### config.mk
export PLATFORM = sky130hd
export DESIGN_NAME = vai_inserter
export DESIGN_NICKNAME = d
export VERILOG_FILES = /design/src/verilog/vai_pkg.sv /design/src/verilog/vai_fifo.sv /design/src/verilog/vai_inserter.sv
export VERILOG_INCLUDE_DIRS = /design/src /design/src/verilog
export SDC_FILE = /design/constraint.sdc
export NUM_CORES = 1
export LEC_CHECK = 0
export ABC_AREA = 0
export BUFFER_PORTS_ARGS = -buffer_cell sky130_fd_sc_hd__buf_2
export CORE_MARGIN = 5
export CORE_UTILIZATION = 60
export DETAILED_ROUTE_END_ITERATION = 10
export MAX_ROUTING_LAYER = met4
export PLACE_DENSITY = 0.75
export SLEW_MARGIN = 30
export SYNTH_ARGS = -nofsm -noshare
export SYNTH_HDL_FRONTEND = slang
export SYNTH_SLANG_ARGS = --single-unit
### constraint.sdc
create_clock -name clk_i -period 50.8 [get_ports clk_i]
set_input_delay 2.54 -clock clk_i [delete_from_list [all_inputs] [get_ports clk_i]]
set_output_delay 2.54 -clock clk_i [all_outputs]
set_load 0.02 [all_outputs]
### src/verilog/vai_consts.svh
// Constants of the blanking-interval ancillary data inserter.
// Assumes inclusion by bare name.
`ifndef VAI_CONSTS_SVH
`define VAI_CONSTS_SVH

// ----------------------------------------------------------------
// Register subaddresses
// ----------------------------------------------------------------
`define VAI_ADDR_EVEN_CAP0    5'h0e
`define VAI_ADDR_EVEN_CAP1    5'h0f
`define VAI_ADDR_ODD_CAP0     5'h10
`define VAI_ADDR_ODD_CAP1     5'h11
`define VAI_ADDR_COPY_CTRL    5'h16
`define VAI_ADDR_COPY_MID     5'h17
`define VAI_ADDR_COPY_LOW     5'h18
`define VAI_ADDR_STATUS       5'h1f

// ----------------------------------------------------------------
// Field positions and reset values
// ----------------------------------------------------------------
`define VAI_BIT_AUTO_CHECK    3'd4
`define VAI_BIT_COPY_ODD_EN   3'd5
`define VAI_BIT_COPY_EVEN_EN  3'd6
`define VAI_BIT_WIDE_EN       3'd7
`define VAI_REG_RESET         8'h00
`define VAI_CHECK_PRESET      6'h3f
`define VAI_CHECK_POLY        6'h03

// ----------------------------------------------------------------
// Line numbers (frame line count)
// ----------------------------------------------------------------
`define VAI_LINE_CAP_ODD      10'h015
`define VAI_LINE_CAP_EVEN     10'h11c
`define VAI_LINE_COPY_ODD     10'h014
`define VAI_LINE_COPY_EVEN    10'h11b
`define VAI_LINE_WIDE         10'h017

// ----------------------------------------------------------------
// Waveform timing in output samples, and levels
// ----------------------------------------------------------------
`define VAI_CAP_START         11'h0f0
`define VAI_COPY_START        11'h0f0
`define VAI_WIDE_START        11'h0b0
`define VAI_CAP_BIT_LEN       8'h1a
`define VAI_COPY_BIT_LEN      8'h1c
`define VAI_WIDE_BIT_LEN      8'h0b
`define VAI_RUNIN_CYCLES      5'h07
`define VAI_CAP_BITS          5'h13
`define VAI_COPY_BITS         5'h15
`define VAI_WIDE_BITS         5'h0e
`define VAI_LVL_BLANK         8'h10
`define VAI_LVL_HIGH          8'h7e

`endif

### src/verilog/vai_pkg.sv
// Types shared by the blanking-interval ancillary data inserter.
// Assumes nothing of its surroundings.
package vai_pkg;

    // Serializer sequencing
    typedef enum logic [1:0] {VAI_IDLE, VAI_RUNIN, VAI_BITS} vai_state_t;

endpackage : vai_pkg

### src/verilog/vai_fifo.sv
// Sample FIFO with registered head, valid and ready.
// Assumes one clock; shift-down storage keeps the head in slot 0.
`timescale 1ns/1ps
`default_nettype none

module vai_fifo
    import vai_pkg::*;
#(
    parameter int WIDTH = 8,
    parameter int DEPTH = 8
)
(
    input  wire logic             clk_i,
    input  wire logic             rst_i,
    input  wire logic             in_valid_i,
    input  wire logic [WIDTH-1:0] in_data_i,
    output logic                  in_ready_o,
    output logic                  out_valid_o,
    output logic      [WIDTH-1:0] out_data_o,
    input  wire logic             out_ready_i
);
    localparam int CW = $clog2(DEPTH + 1);

    logic [WIDTH-1:0] mem_reg [DEPTH];
    logic [CW-1:0]    count_reg;
    logic [CW-1:0]    count_next;
    wire              push = in_valid_i && in_ready_o;
    wire              pop  = out_valid_o && out_ready_i;

    // ----------------------------------------------------------------
    // Occupancy
    // ----------------------------------------------------------------
    assign count_next = count_reg + CW'(push) - CW'(pop);

    // Registered flags keep the ports on flops
    always_ff @(posedge clk_i)
    begin
        if (rst_i)
        begin
            count_reg   <= '0;
            out_valid_o <= 1'b0;
            in_ready_o  <= 1'b1;
        end
        else
        begin
            count_reg   <= count_next;
            out_valid_o <= (count_next != '0);
            in_ready_o  <= (count_next != CW'(DEPTH));
        end
    end

    // ----------------------------------------------------------------
    // Storage: each slot takes its upper neighbour on a pop
    // ----------------------------------------------------------------
    genvar g;
    generate
        for (g = 0; g < DEPTH; g++)
        begin : g_slot
            wire [CW-1:0]    wr_slot = pop ? count_reg - CW'(1) : count_reg;
            wire [WIDTH-1:0] upper   = (g == DEPTH - 1) ? '0 : mem_reg[(g + 1) % DEPTH];
            wire [WIDTH-1:0] slot_next =
                (push && wr_slot == CW'(g)) ? in_data_i : (pop ? upper : mem_reg[g]);
            always_ff @(posedge clk_i)
            begin
                if (rst_i)
                    mem_reg[g] <= '0;
                else
                    mem_reg[g] <= slot_next;
            end
        end
    endgenerate

    assign out_data_o = mem_reg[0];

endmodule : vai_fifo

`default_nettype wire

### src/verilog/vai_inserter.sv
// Blanking-interval ancillary data inserter: caption, copy-management and
// wide-screen signalling waveforms spliced into the luma sample stream.
// Assumes the timing generator, register port and pixel source share clk_i.
`timescale 1ns/1ps
`default_nettype none
`include "vai_consts.svh"

module vai_inserter
    import vai_pkg::*;
#(
    parameter int FIFO_DEPTH = 8,
    parameter int LINE_W     = 10
)
(
    input  wire logic              clk_i,
    input  wire logic              rst_i,
    input  wire logic [4:0]        reg_addr_i,
    input  wire logic [7:0]        reg_wdata_i,
    input  wire logic              reg_we_i,
    output logic      [7:0]        reg_rdata_o,
    input  wire logic              pal_mode_i,
    input  wire logic [LINE_W-1:0] line_i,
    input  wire logic              pix_valid_i,
    input  wire logic [7:0]        pix_data_i,
    output logic                   pix_ready_o,
    output logic                   out_valid_o,
    output logic      [7:0]        out_data_o,
    input  wire logic              out_ready_i
);

    // ----------------------------------------------------------------
    // Helper functions
    // ----------------------------------------------------------------

    // Seven data bits with odd parity appended as bit 7
    function automatic logic [7:0] cap_byte(input logic [7:0] r);
        cap_byte = {~^r[6:0], r[6:0]};
    endfunction : cap_byte

    // Check sequence over payload bits 0-13, first bit in first
    function automatic logic [5:0] check_bits(input logic [13:0] c);
        logic [5:0] crc;
        logic       fb;
        crc = `VAI_CHECK_PRESET;
        fb  = 1'b0;
        for (int i = 0; i < 14; i++)
        begin
            fb  = c[i] ^ crc[5];
            crc = {crc[4:0], 1'b0} ^ ({6{fb}} & `VAI_CHECK_POLY);
        end
        check_bits = crc;
    endfunction : check_bits

    // Sixteen-point sine with its trough at blanking, one run-in cycle per sweep
    function automatic logic [7:0] sine_lvl(input logic [3:0] ph);
        case (ph)
            4'h0, 4'h8: sine_lvl = 8'h47;
            4'h1, 4'h7: sine_lvl = 8'h5f;
            4'h2, 4'h6: sine_lvl = 8'h74;
            4'h3, 4'h5: sine_lvl = 8'h80;
            4'h4:       sine_lvl = 8'h84;
            4'h9, 4'hf: sine_lvl = 8'h2f;
            4'ha, 4'he: sine_lvl = 8'h1a;
            4'hb, 4'hd: sine_lvl = 8'h0e;
            default:    sine_lvl = `VAI_LVL_BLANK;
        endcase
    endfunction : sine_lvl

    // ----------------------------------------------------------------
    // Registers written over the subaddress port
    // ----------------------------------------------------------------
    logic [7:0] even_cap0_reg;
    logic [7:0] even_cap1_reg;
    logic [7:0] odd_cap0_reg;
    logic [7:0] odd_cap1_reg;
    logic [7:0] copy_ctrl_reg;
    logic [7:0] copy_wide_payload_mid_reg;
    logic [7:0] copy_wide_payload_low_reg;

    // Plain storage; sampled only at sequence start
    always_ff @(posedge clk_i)
    begin
        if (rst_i)
        begin
            even_cap0_reg             <= `VAI_REG_RESET;
            even_cap1_reg             <= `VAI_REG_RESET;
            odd_cap0_reg              <= `VAI_REG_RESET;
            odd_cap1_reg              <= `VAI_REG_RESET;
            copy_ctrl_reg             <= `VAI_REG_RESET;
            copy_wide_payload_mid_reg <= `VAI_REG_RESET;
            copy_wide_payload_low_reg <= `VAI_REG_RESET;
        end
        else if (reg_we_i)
        begin
            case (reg_addr_i)
                `VAI_ADDR_EVEN_CAP0: even_cap0_reg             <= reg_wdata_i;
                `VAI_ADDR_EVEN_CAP1: even_cap1_reg             <= reg_wdata_i;
                `VAI_ADDR_ODD_CAP0:  odd_cap0_reg              <= reg_wdata_i;
                `VAI_ADDR_ODD_CAP1:  odd_cap1_reg              <= reg_wdata_i;
                `VAI_ADDR_COPY_CTRL: copy_ctrl_reg             <= reg_wdata_i;
                `VAI_ADDR_COPY_MID:  copy_wide_payload_mid_reg <= reg_wdata_i;
                `VAI_ADDR_COPY_LOW:  copy_wide_payload_low_reg <= reg_wdata_i;
                default:             ;
            endcase
        end
    end

    // ----------------------------------------------------------------
    // Line tracking and sequence triggers
    // ----------------------------------------------------------------
    vai_state_t        state_reg;
    logic [LINE_W-1:0] line_prev_reg;
    logic [10:0]       pos_reg;
    wire               fifo_ready;
    wire               accept   = pix_valid_i && fifo_ready;
    wire               new_line = (line_i != line_prev_reg);
    wire [10:0]        pos_now  = new_line ? 11'h000 : pos_reg;
    wire               idle     = (state_reg == VAI_IDLE);

    // Caption lines belong to the inserter end to end
    wire cap_odd_line  = !pal_mode_i && line_i == `VAI_LINE_CAP_ODD;
    wire cap_even_line = !pal_mode_i && line_i == `VAI_LINE_CAP_EVEN;
    wire cap_line      = cap_odd_line || cap_even_line;

    wire copy_odd  = !pal_mode_i && line_i == `VAI_LINE_COPY_ODD
                     && copy_ctrl_reg[`VAI_BIT_COPY_ODD_EN];
    wire copy_even = !pal_mode_i && line_i == `VAI_LINE_COPY_EVEN
                     && copy_ctrl_reg[`VAI_BIT_COPY_EVEN_EN];
    wire wide_go   = pal_mode_i && line_i == `VAI_LINE_WIDE
                     && copy_ctrl_reg[`VAI_BIT_WIDE_EN];

    wire start_cap  = accept && idle && cap_line && pos_now == `VAI_CAP_START;
    wire start_copy = accept && idle && (copy_odd || copy_even)
                      && pos_now == `VAI_COPY_START;
    wire start_wide = accept && idle && wide_go && pos_now == `VAI_WIDE_START;

    // ----------------------------------------------------------------
    // Payload assembly, first bit sent in bit 0
    // ----------------------------------------------------------------
    wire [7:0] cap_lo = cap_odd_line ? cap_byte(odd_cap0_reg)
                                     : cap_byte(even_cap0_reg);
    wire [7:0] cap_hi = cap_odd_line ? cap_byte(odd_cap1_reg)
                                     : cap_byte(even_cap1_reg);
    // Two blank bits, start bit, then each byte LSB first
    wire [20:0] cap_vec = {2'b00, cap_hi, cap_lo, 1'b1, 2'b00};

    wire [13:0] copy_c13_0 = {copy_wide_payload_mid_reg[5:0],
                              copy_wide_payload_low_reg};
    wire [5:0]  copy_calc  = check_bits(copy_c13_0);
    wire [5:0]  copy_store = {copy_ctrl_reg[3:0],
                              copy_wide_payload_mid_reg[7:6]};
    wire [5:0]  copy_c19_14 = copy_ctrl_reg[`VAI_BIT_AUTO_CHECK]
                              ? copy_calc : copy_store;
    // Reference pulse leads the twenty payload bits
    wire [20:0] copy_vec = {copy_c19_14, copy_c13_0, 1'b1};

    // Wide word never sees mid bits 6-7
    wire [20:0] wide_vec = {7'h00, copy_wide_payload_mid_reg[5:0],
                            copy_wide_payload_low_reg};

    // ----------------------------------------------------------------
    // Serializer
    // ----------------------------------------------------------------
    logic [20:0] shift_reg;
    logic [7:0]  bit_len_reg;
    logic [7:0]  samp_reg;
    logic [4:0]  bits_left_reg;
    logic [4:0]  runin_bit_reg;
    logic        on_cap_reg;

    wire        bit_end   = (samp_reg == bit_len_reg - 8'h01);
    wire [4:0]  runin_len = `VAI_RUNIN_CYCLES << 1;
    // Run-in phase over two bit periods, in 16 steps
    wire [15:0] runin_pos = {8'h00, samp_reg} +
                            (runin_bit_reg[0] ? {8'h00, bit_len_reg} : 16'h0000);
    wire [19:0] ph_scaled = {runin_pos, 4'h0} / {11'h000, bit_len_reg, 1'b0};
    wire [3:0]  ph        = ph_scaled[3:0];

    // Sample chosen for the slot now being accepted
    wire [7:0] gen_sample =
        (state_reg == VAI_RUNIN) ? sine_lvl(ph) :
        (state_reg == VAI_BITS)  ? (shift_reg[0] ? `VAI_LVL_HIGH
                                                 : `VAI_LVL_BLANK) :
        cap_line                 ? `VAI_LVL_BLANK : pix_data_i;

    // Advances only on accepted samples: a stalled sink stretches, never corrupts
    always_ff @(posedge clk_i)
    begin
        if (rst_i)
        begin
            state_reg     <= VAI_IDLE;
            line_prev_reg <= '0;
            pos_reg       <= 11'h000;
            shift_reg     <= 21'h000000;
            bit_len_reg   <= `VAI_CAP_BIT_LEN;
            samp_reg      <= 8'h00;
            bits_left_reg <= 5'h00;
            runin_bit_reg <= 5'h00;
            on_cap_reg    <= 1'b0;
        end
        else if (accept)
        begin
            line_prev_reg <= line_i;
            pos_reg       <= pos_now + 11'h001;
            case (state_reg)
                VAI_IDLE:
                begin
                    samp_reg      <= 8'h00;
                    runin_bit_reg <= 5'h00;
                    if (start_cap)
                    begin
                        // Bytes latch here; a write by the line before lands
                        shift_reg     <= cap_vec;
                        bit_len_reg   <= `VAI_CAP_BIT_LEN;
                        bits_left_reg <= `VAI_CAP_BITS;
                        on_cap_reg    <= 1'b1;
                        state_reg     <= VAI_RUNIN;
                    end
                    else if (start_copy)
                    begin
                        shift_reg     <= copy_vec;
                        bit_len_reg   <= `VAI_COPY_BIT_LEN;
                        bits_left_reg <= `VAI_COPY_BITS;
                        on_cap_reg    <= 1'b0;
                        state_reg     <= VAI_BITS;
                    end
                    else if (start_wide)
                    begin
                        shift_reg     <= wide_vec;
                        bit_len_reg   <= `VAI_WIDE_BIT_LEN;
                        bits_left_reg <= `VAI_WIDE_BITS;
                        on_cap_reg    <= 1'b0;
                        state_reg     <= VAI_BITS;
                    end
                end
                VAI_RUNIN:
                begin
                    samp_reg <= bit_end ? 8'h00 : samp_reg + 8'h01;
                    if (bit_end)
                    begin
                        runin_bit_reg <= runin_bit_reg + 5'h01;
                        if (runin_bit_reg == runin_len - 5'h01)
                            state_reg <= VAI_BITS;
                    end
                end
                VAI_BITS:
                begin
                    samp_reg <= bit_end ? 8'h00 : samp_reg + 8'h01;
                    if (bit_end)
                    begin
                        shift_reg     <= {1'b0, shift_reg[20:1]};
                        bits_left_reg <= bits_left_reg - 5'h01;
                        if (bits_left_reg == 5'h01)
                            state_reg <= VAI_IDLE;
                    end
                end
                default:
                    state_reg <= VAI_IDLE;
            endcase
        end
    end

    // ----------------------------------------------------------------
    // Register read-back, one cycle after the address
    // ----------------------------------------------------------------
    wire [7:0] status_word = {4'h0, cap_line, on_cap_reg, state_reg};
    wire [7:0] rd_mux =
        (reg_addr_i == `VAI_ADDR_EVEN_CAP0) ? even_cap0_reg :
        (reg_addr_i == `VAI_ADDR_EVEN_CAP1) ? even_cap1_reg :
        (reg_addr_i == `VAI_ADDR_ODD_CAP0)  ? odd_cap0_reg  :
        (reg_addr_i == `VAI_ADDR_ODD_CAP1)  ? odd_cap1_reg  :
        (reg_addr_i == `VAI_ADDR_COPY_CTRL) ? copy_ctrl_reg :
        (reg_addr_i == `VAI_ADDR_COPY_MID)  ? copy_wide_payload_mid_reg :
        (reg_addr_i == `VAI_ADDR_COPY_LOW)  ? copy_wide_payload_low_reg :
        (reg_addr_i == `VAI_ADDR_STATUS)    ? status_word : 8'h00;

    // Unmapped subaddresses read as zero
    always_ff @(posedge clk_i)
    begin
        if (rst_i)
            reg_rdata_o <= 8'h00;
        else
            reg_rdata_o <= rd_mux;
    end

    // ----------------------------------------------------------------
    // Output buffer; its ready throttles the pixel source
    // ----------------------------------------------------------------
    vai_fifo #(
        .WIDTH (8),
        .DEPTH (FIFO_DEPTH)
    ) vai_fifo_i (
        .clk_i       (clk_i),
        .rst_i       (rst_i),
        .in_valid_i  (pix_valid_i),
        .in_data_i   (gen_sample),
        .in_ready_o  (fifo_ready),
        .out_valid_o (out_valid_o),
        .out_data_o  (out_data_o),
        .out_ready_i (out_ready_i)
    );

    assign pix_ready_o = fifo_ready;

endmodule : vai_inserter

`default_nettype wire

==> results of run 1 <==
final cells by class:
| cell class | instances | area [um^2] |
|---|---|---|
| fill | 2071 | 7970 |
| clock buffer | 34 | 697 |
| timing repair buffer | 70 | 404 |
| clock inverter | 6 | 70.1 |
| inverter | 51 | 191 |
| tap | 319 | 399 |
| sequential | 201 | 4020 |
| multi-input combinational | 1426 | 9580 |
final timing paths:
path | endpoint | cells past startpoint | slack [ns] | startpoint
hold / removal | even_cap1_reg[7] | 2 | 0.46 | even_cap1_reg[7]
hold reg to reg | even_cap1_reg[7] | 2 | 0.46 | even_cap1_reg[7]
setup reg to reg | vai_fifo_i.mem_reg[1][4] | 79 | 30.53 | runin_bit_reg[0]
setup / recovery | vai_fifo_i.mem_reg[1][4] | 79 | 30.53 | runin_bit_reg[0]
power breakdown:
part           total, mW  internal [mW]  leakage (nW)  switching, mW
clock              0.166          0.100         0.384         0.0662
sequential         0.180          0.171          1.63        0.00833
combinational     0.0917         0.0345          3.81         0.0573
total              0.438          0.306          5.82          0.132
Yosys cell counts, types with 10 or more instances:
cell type,number
inv_1,48
clkbuf_1,87
mux2i_1,50
nand2_1,178
a21o_1,15
nand2b_1,10
nor4_1,14
nand4_1,24
nand3_1,73
a221oi_1,11
and3_1,20
xnor2_1,74
or3_1,11
a31oi_1,10
o21a_1,14
and2_1,73
buf_1,10
ha_1,59
a21oi_1,154
xor2_1,25
nor2b_1,15
o21ai_0,58
a211oi_1,130
dfxtp_1,201
nor3_1,42
nor2_1,162
mux2_2,14
a22oi_1,13
layout by cell type (no fill, tap or decap), types with 53 or more instances in the layout:
master    count
a211oi_1    130
nor2_1      158
nand2_1     177
a21oi_1     154
buf_2        53
ha_1         59
o21ai_0      58
xnor2_1      74
dfxtp_1     201
nand3_1      73
and2_1       73
cells by family after synthesis:
logic type | Yosys count | synth area share
AO/OA/AOI/OAI | 521 | 0.263
XOR/XNOR | 100 | 0.0623
adder cells (fa/ha/maj) | 62 | 0.0563
buffers and inverters | 155 | 0.0429
flip-flops | 201 | 0.284
multiplexers | 67 | 0.0495
AND/OR/NAND/NOR | 676 | 0.242
critical path, delay by kind of cell, from the launching register on:
kind,cells,cell delay [ns]
AO/OA/AOI/OAI,35,7.92
XOR/XNOR,1,0.34
adder cells (fa/ha/maj),11,3.50
buffers and inverters,2,0.17
flip-flops,1,0.40
multiplexers,7,2.18
AND/OR/NAND/NOR,23,5.52
per-stage QoR:
step            util  cells  cell area, um^2
2_1_floorplan      -   1782            14200
5_1_grt        0.658   2107            15400
3_5_place_dp   0.625   2067            14600
4_1_cts        0.658   2107            15300
6_report       0.658   2107            15400
3_3_place_gp   0.624   2066            14600
metal layers:
metal | track usage | routed length (um) | vias up
met5 | - | 0 | -
met4 | 0.0945 | 1310 | 0
met3 | 0.0286 | 1720 | 101
met2 | 0.480 | 18400 | 394
met1 | 0.357 | 16300 | 6303
li1 | - | - | 6504
==> impl_results.md, run 1 <==
- Worst hold slack: approximately 0.46 ns
- Vias: approximately 13000
- EDFF count, synth: 0
- Largest net degree at the start of global routing: between 100 and 150
- Total gr overflow: 0
- CTS HTree Levels: 1
- Final worst path period share: 0.399
- Clock tree buffer depth: 3
- Achievable Freq: approximately 50 MHz
- Clock transition at path regs: roughly 0.06 ns
- Starting DRT DRC Count: 1104
- Critical path class: register to register
- Final setup violation count: 0
- Fin Setup TNS: 0 ns
- RSZ-0062 raised after global routing: false
- Top FF cell, synth: dfxtp_1
- DIE HEIGHT: 164 um
- DP Wirelength: around 27 mm
- Post-CTS setup buffers: 0
- Initial antenna violation count: 0
- Net count of the finished layout: about 1900
- DRT Pass-1 Iters: 7
- Sink Count: approximately 200
- Synth warnings: 0
- Largest register FFs: 64
- Min-delay worst type: register to register
- GPL Wtd Cong: approximately 0.95
- Setup ws final: 30.53 ns
- Drt total wl: ~38 mm
- DRC errors left: 0
- Slew HR: 0.354
- Layout cell share with drive strength beyond 1: 0.111
- Syn nets: ~1900
- Syn_area_per_cell: ~8.0 um^2
- Via density: roughly 6.3
- Asr flop ratio synth: 0
- Die area: ~0.027 mm^2
- CTS tree: yes
- Ranking of synthesized cells by area: dfxtp_1 28%, a211oi_1 6.9%, a21oi_1 5.4%
- Crit. End Element: register
- Synth Instances: roughly 1800
- Worst VDD drop: around 0.029 mV
- PwrDens: 28.5 mW/mm^2
- # rows: 56
- Core ar.: 0.0233 mm^2
- Sequential cell area fraction in the yosys report: 0.284
- Clk_lat worst skew: between 0.5 and 0.6 ns
- Number of CTS-inserted buffers: 23
- Fin crit period: 20.27 ns
- Max Cap Viol: 0
- Ant diodes: 0
- Area Overhead vs Synth: 8.39%
- Critical Path Source Type: register
- I/O pins: 55
- Setup Skew: around 0.028 ns
- CP dominant cell by count: ha_1
- Slew Viols, Final: 0
- Post-CTS resize count: 0
- Port bufs: 54
- Arr. time, crit path: approximately 21 ns
- Pre-CTS setup slack: around 31 ns
- WL per Instance: roughly 18 um
- CP max stage delay: around 0.54 ns
- Synth Register Bits: 201
- Netlist Area Pre-Place: between 0.01 and 0.015 mm^2
- WP data required: around 51 ns
- Hold_buf cts: 0
- Area share of the largest cell type after synthesis: 0.284
- CP max stage cell: o41ai_4
- First-pass GRT wire length: 62.5 mm
- Status: finished, final reports clean
- Hold Vio Cnt, Final: 0
- Vias in the first global route: roughly 13000
- Leak: a little under 6 nW
- Slew @ Worst Pin: around 0.97 ns
- Final Total Pwr: 438 uW
- Post-synth cell types: around 110
- Crit Path Max Fanout: 21
- Cell taking the most area after synthesis: dfxtp_1
- CTS root buf: clkbuf_16
- Die W: around 160 um
- Final ANT Viol Nets: 0
- Initial core utilization: 0.607
- Total track usage: 0.284
(Power assumes the default switching activity.)
==> run 2, diff against run 1 <==
- ABC_AREA: 0 -> 1
- clock period: 50.8 -> 19 ns (I/O delays scaled with it)
==> impl_results.md, run 2 <==
- Status: finished, final reports clean
- Slew @ Worst Pin: between 0.9 and 1 ns
- Worst Hold Endpoint: shift_reg[19]
- Netlist Area Pre-Place: roughly 0.014 mm^2
- Port bufs: 54
- DRT Pass-1 Iters: 5
- Commonest cells after routing, fill and taps aside: 474 x nand2_1, 263 x inv_1, 252 x nor2_1
- Top-count cell post-synth: nand2_1
- Hold_buf cts: 0
- Final ANT Viol Nets: 0
- Placement Cell Area: approximately 0.014 mm^2
- Cell taking the most area after synthesis: dfxtp_1
- CP top delay family: simple AND/OR/NAND/NOR gates
- Sequential cell area fraction in the yosys report: 0.288
- Placed cell count: 2458
- Final Non-Filler Cells: 2500
- Achievable Freq: roughly 68 MHz
- Initial antenna violation count: 0
- Area Overhead vs Synth: 8.35%
- Synth Register Bits: around 200
- Synth Instances: roughly 2100
- Synth cell count leaders: 474 x nand2_1, 264 x inv_1, 254 x nor2_1
- Fin Setup TNS: 0 ns
- Cell area after layout: 0.0152 mm^2
- CP max stage delay: 0.51 ns
- Die W: between 150 and 200 um
- Syn nets: roughly 2200
- Worst VDD drop: 0.0929 mV
- Reg2Reg Launch Point: runin_bit_reg[0]
- Starting DRT DRC Count: around 1200
- EDFF count, synth: 0
- Initial core utilization: 0.614
- Layout fillers: approximately 2100
- CP max stage cell: dfxtp_1
- Slew HR: 0.366
- PwrDens: ~95 mW/mm^2
- Hold Vio Cnt, Final: 0
- Die area: about 0.026 mm^2
- Critical path class: register to register
- Max Cap Viol: 0
- Asr flop ratio synth: 0
- Multi-input gate area: about 0.0086 mm^2
- Number of CTS-inserted buffers: 23
- CTS root buf: clkbuf_16
- Via density: approximately 5.6
- Vias in the first global route: about 13000
- Ranking of synthesized cells by area: dfxtp_1 29%, nand2_1 13%, inv_1 7.1%
- Worst Hold Depth: 2
- Clock transition at path regs: around 0.060 ns
- R2r endpoint: vai_fifo_i.mem_reg[0][25]
- Final Total Pwr: approximately 1.4 mW
- WL per Instance: approximately 15 um
- Layout cell share with drive strength beyond 1: 0.0997
- DP Wirelength: approximately 28 mm
- Leak: between 6 and 7 nW
- # rows: 55
- Total track usage: 0.291
- Ant diodes: 0
- DIE HEIGHT: 163 um
- Reg2Reg Setup Slack: between 4 and 5 ns
- Crit path buf inv count: 15
- DRC errors left: 0
- Post-synth cell types: 59
- Most common cell after layout, fill and taps aside: nand2_1
- Total gr overflow: 0
- Cell depth of the worst flop-to-flop path: slightly below 100
- Setup Skew: around 0.017 ns
- Min-delay worst type: register to register
- Post-CTS resize count: 0
- Arr. time, crit path: between 15 and 20 ns
- Sink Count: 201
- CTS HTree Levels: 1
- Sequential cell area: a little over 0.004 mm^2
- Largest net degree at the start of global routing: between 100 and 150
- Net count of the finished layout: about 2300
- Top FF cell, synth: dfxtp_1
- RSZ-0062 raised after global routing: false
- Clk_lat worst skew: about 0.52 ns
- Final setup violation count: 0
- Largest register FFs: 64
- Critical Path Source Type: register
- Fin crit period: 14.72 ns
- I/O pins: 55
- Clock tree buffer depth: 3
- Slew Viols, Final: 0
- Post-CTS setup buffers: 0
- Drt total wl: about 38 mm
- CTS tree: yes
- First-pass GRT wire length: roughly 63 mm
- Crit. End Element: register
- Final worst path period share: 0.775
- Syn_area_per_cell: about 6.5 um^2
- Min-delay src: shift_reg[19]
- Vias: approximately 14000
- Synth warnings: 0
- Area share of the largest cell type after synthesis: 0.288
- GPL Wtd Cong: roughly 1.0
- Crit Path Max Fanout: 16
- CP dominant cell by count: nand2_1
- Core ar.: 0.0228 mm^2
- WP data required: around 19 ns
-- run 2: cells by family (layout without fill, tap and decap cells) --
kind of cell               Yosys count  after routing  share of synthesized area
xor gates and xnor gates            78             78                     0.0488
buffers and inverters              347            386                     0.0963
adders and majority gates           62             62                     0.0571
AOI/OAI and AO/OA                  439            439                      0.175
and+or+nand+nor                   1020           1020                      0.335
muxes                                1              1                   0.000715
DFF                                201            201                      0.288
-- run 2: worst max path at each step --
stage	startpoint	to	slack, ns	cells past startpoint
2_1_floorplan	runin_bit_reg[0]	vai_fifo_i.mem_reg[1][19]	6.42	98
3_3_place_gp	runin_bit_reg[0]	vai_fifo_i.mem_reg[0][27]	5.20	96
3_5_place_dp	runin_bit_reg[0]	vai_fifo_i.mem_reg[0][27]	4.51	98
4_1_cts	runin_bit_reg[0]	vai_fifo_i.mem_reg[1][19]	4.48	98
5_1_grt	runin_bit_reg[0]	vai_fifo_i.mem_reg[1][29]	2.68	98
6_report	runin_bit_reg[0]	vai_fifo_i.mem_reg[0][25]	4.28	98
-- run 2: cell type report --
type / instances / share of cell area
Multi-Input combinational cell: 1600 / 0.569
Sequential cell: 201 / 0.265
Inverter: 279 / 0.0691
Clock buffer: 34 / 0.0440
Tap cell: 313 / 0.0258
Timing Repair Buffer: 65 / 0.0233
Clock inverter: 8 / 0.00305
-- run 2: stage by stage --
step | hold slack (ns) | setup slack (ns) | util
final | 0.454 | 4.28 | 0.666
after floorplan | 0.427 | 6.42 | -
after global placement | 0.442 | 5.20 | 0.634
after CTS | 0.457 | 4.48 | 0.665
after detailed placement | 0.449 | 4.51 | 0.634
after global routing | 0.470 | 2.68 | 0.666
-- run 2: worst min-delay path: cells and delay by family, from the launching register on --
family,cells,cell delay [ns]
flip-flops,1,0.30
buffers and inverters,1,0.06
AO/OA/AOI/OAI,1,0.05
-- run 2: per-layer routing --
layer	up-vias	global-route usage	wire, um
met3	75	0.0326	2270
met1	6361	0.394	17500
met5	-	-	0
li1	7100	-	-
met2	453	0.458	17100
met4	0	0.0888	1120
-- run 2: power breakdown --
| group | switching [mW] | internal (mW) |
|---|---|---|
| Combinational | 0.372 | 0.167 |
| Sequential | 0.0253 | 0.463 |
| Clock | 0.175 | 0.243 |
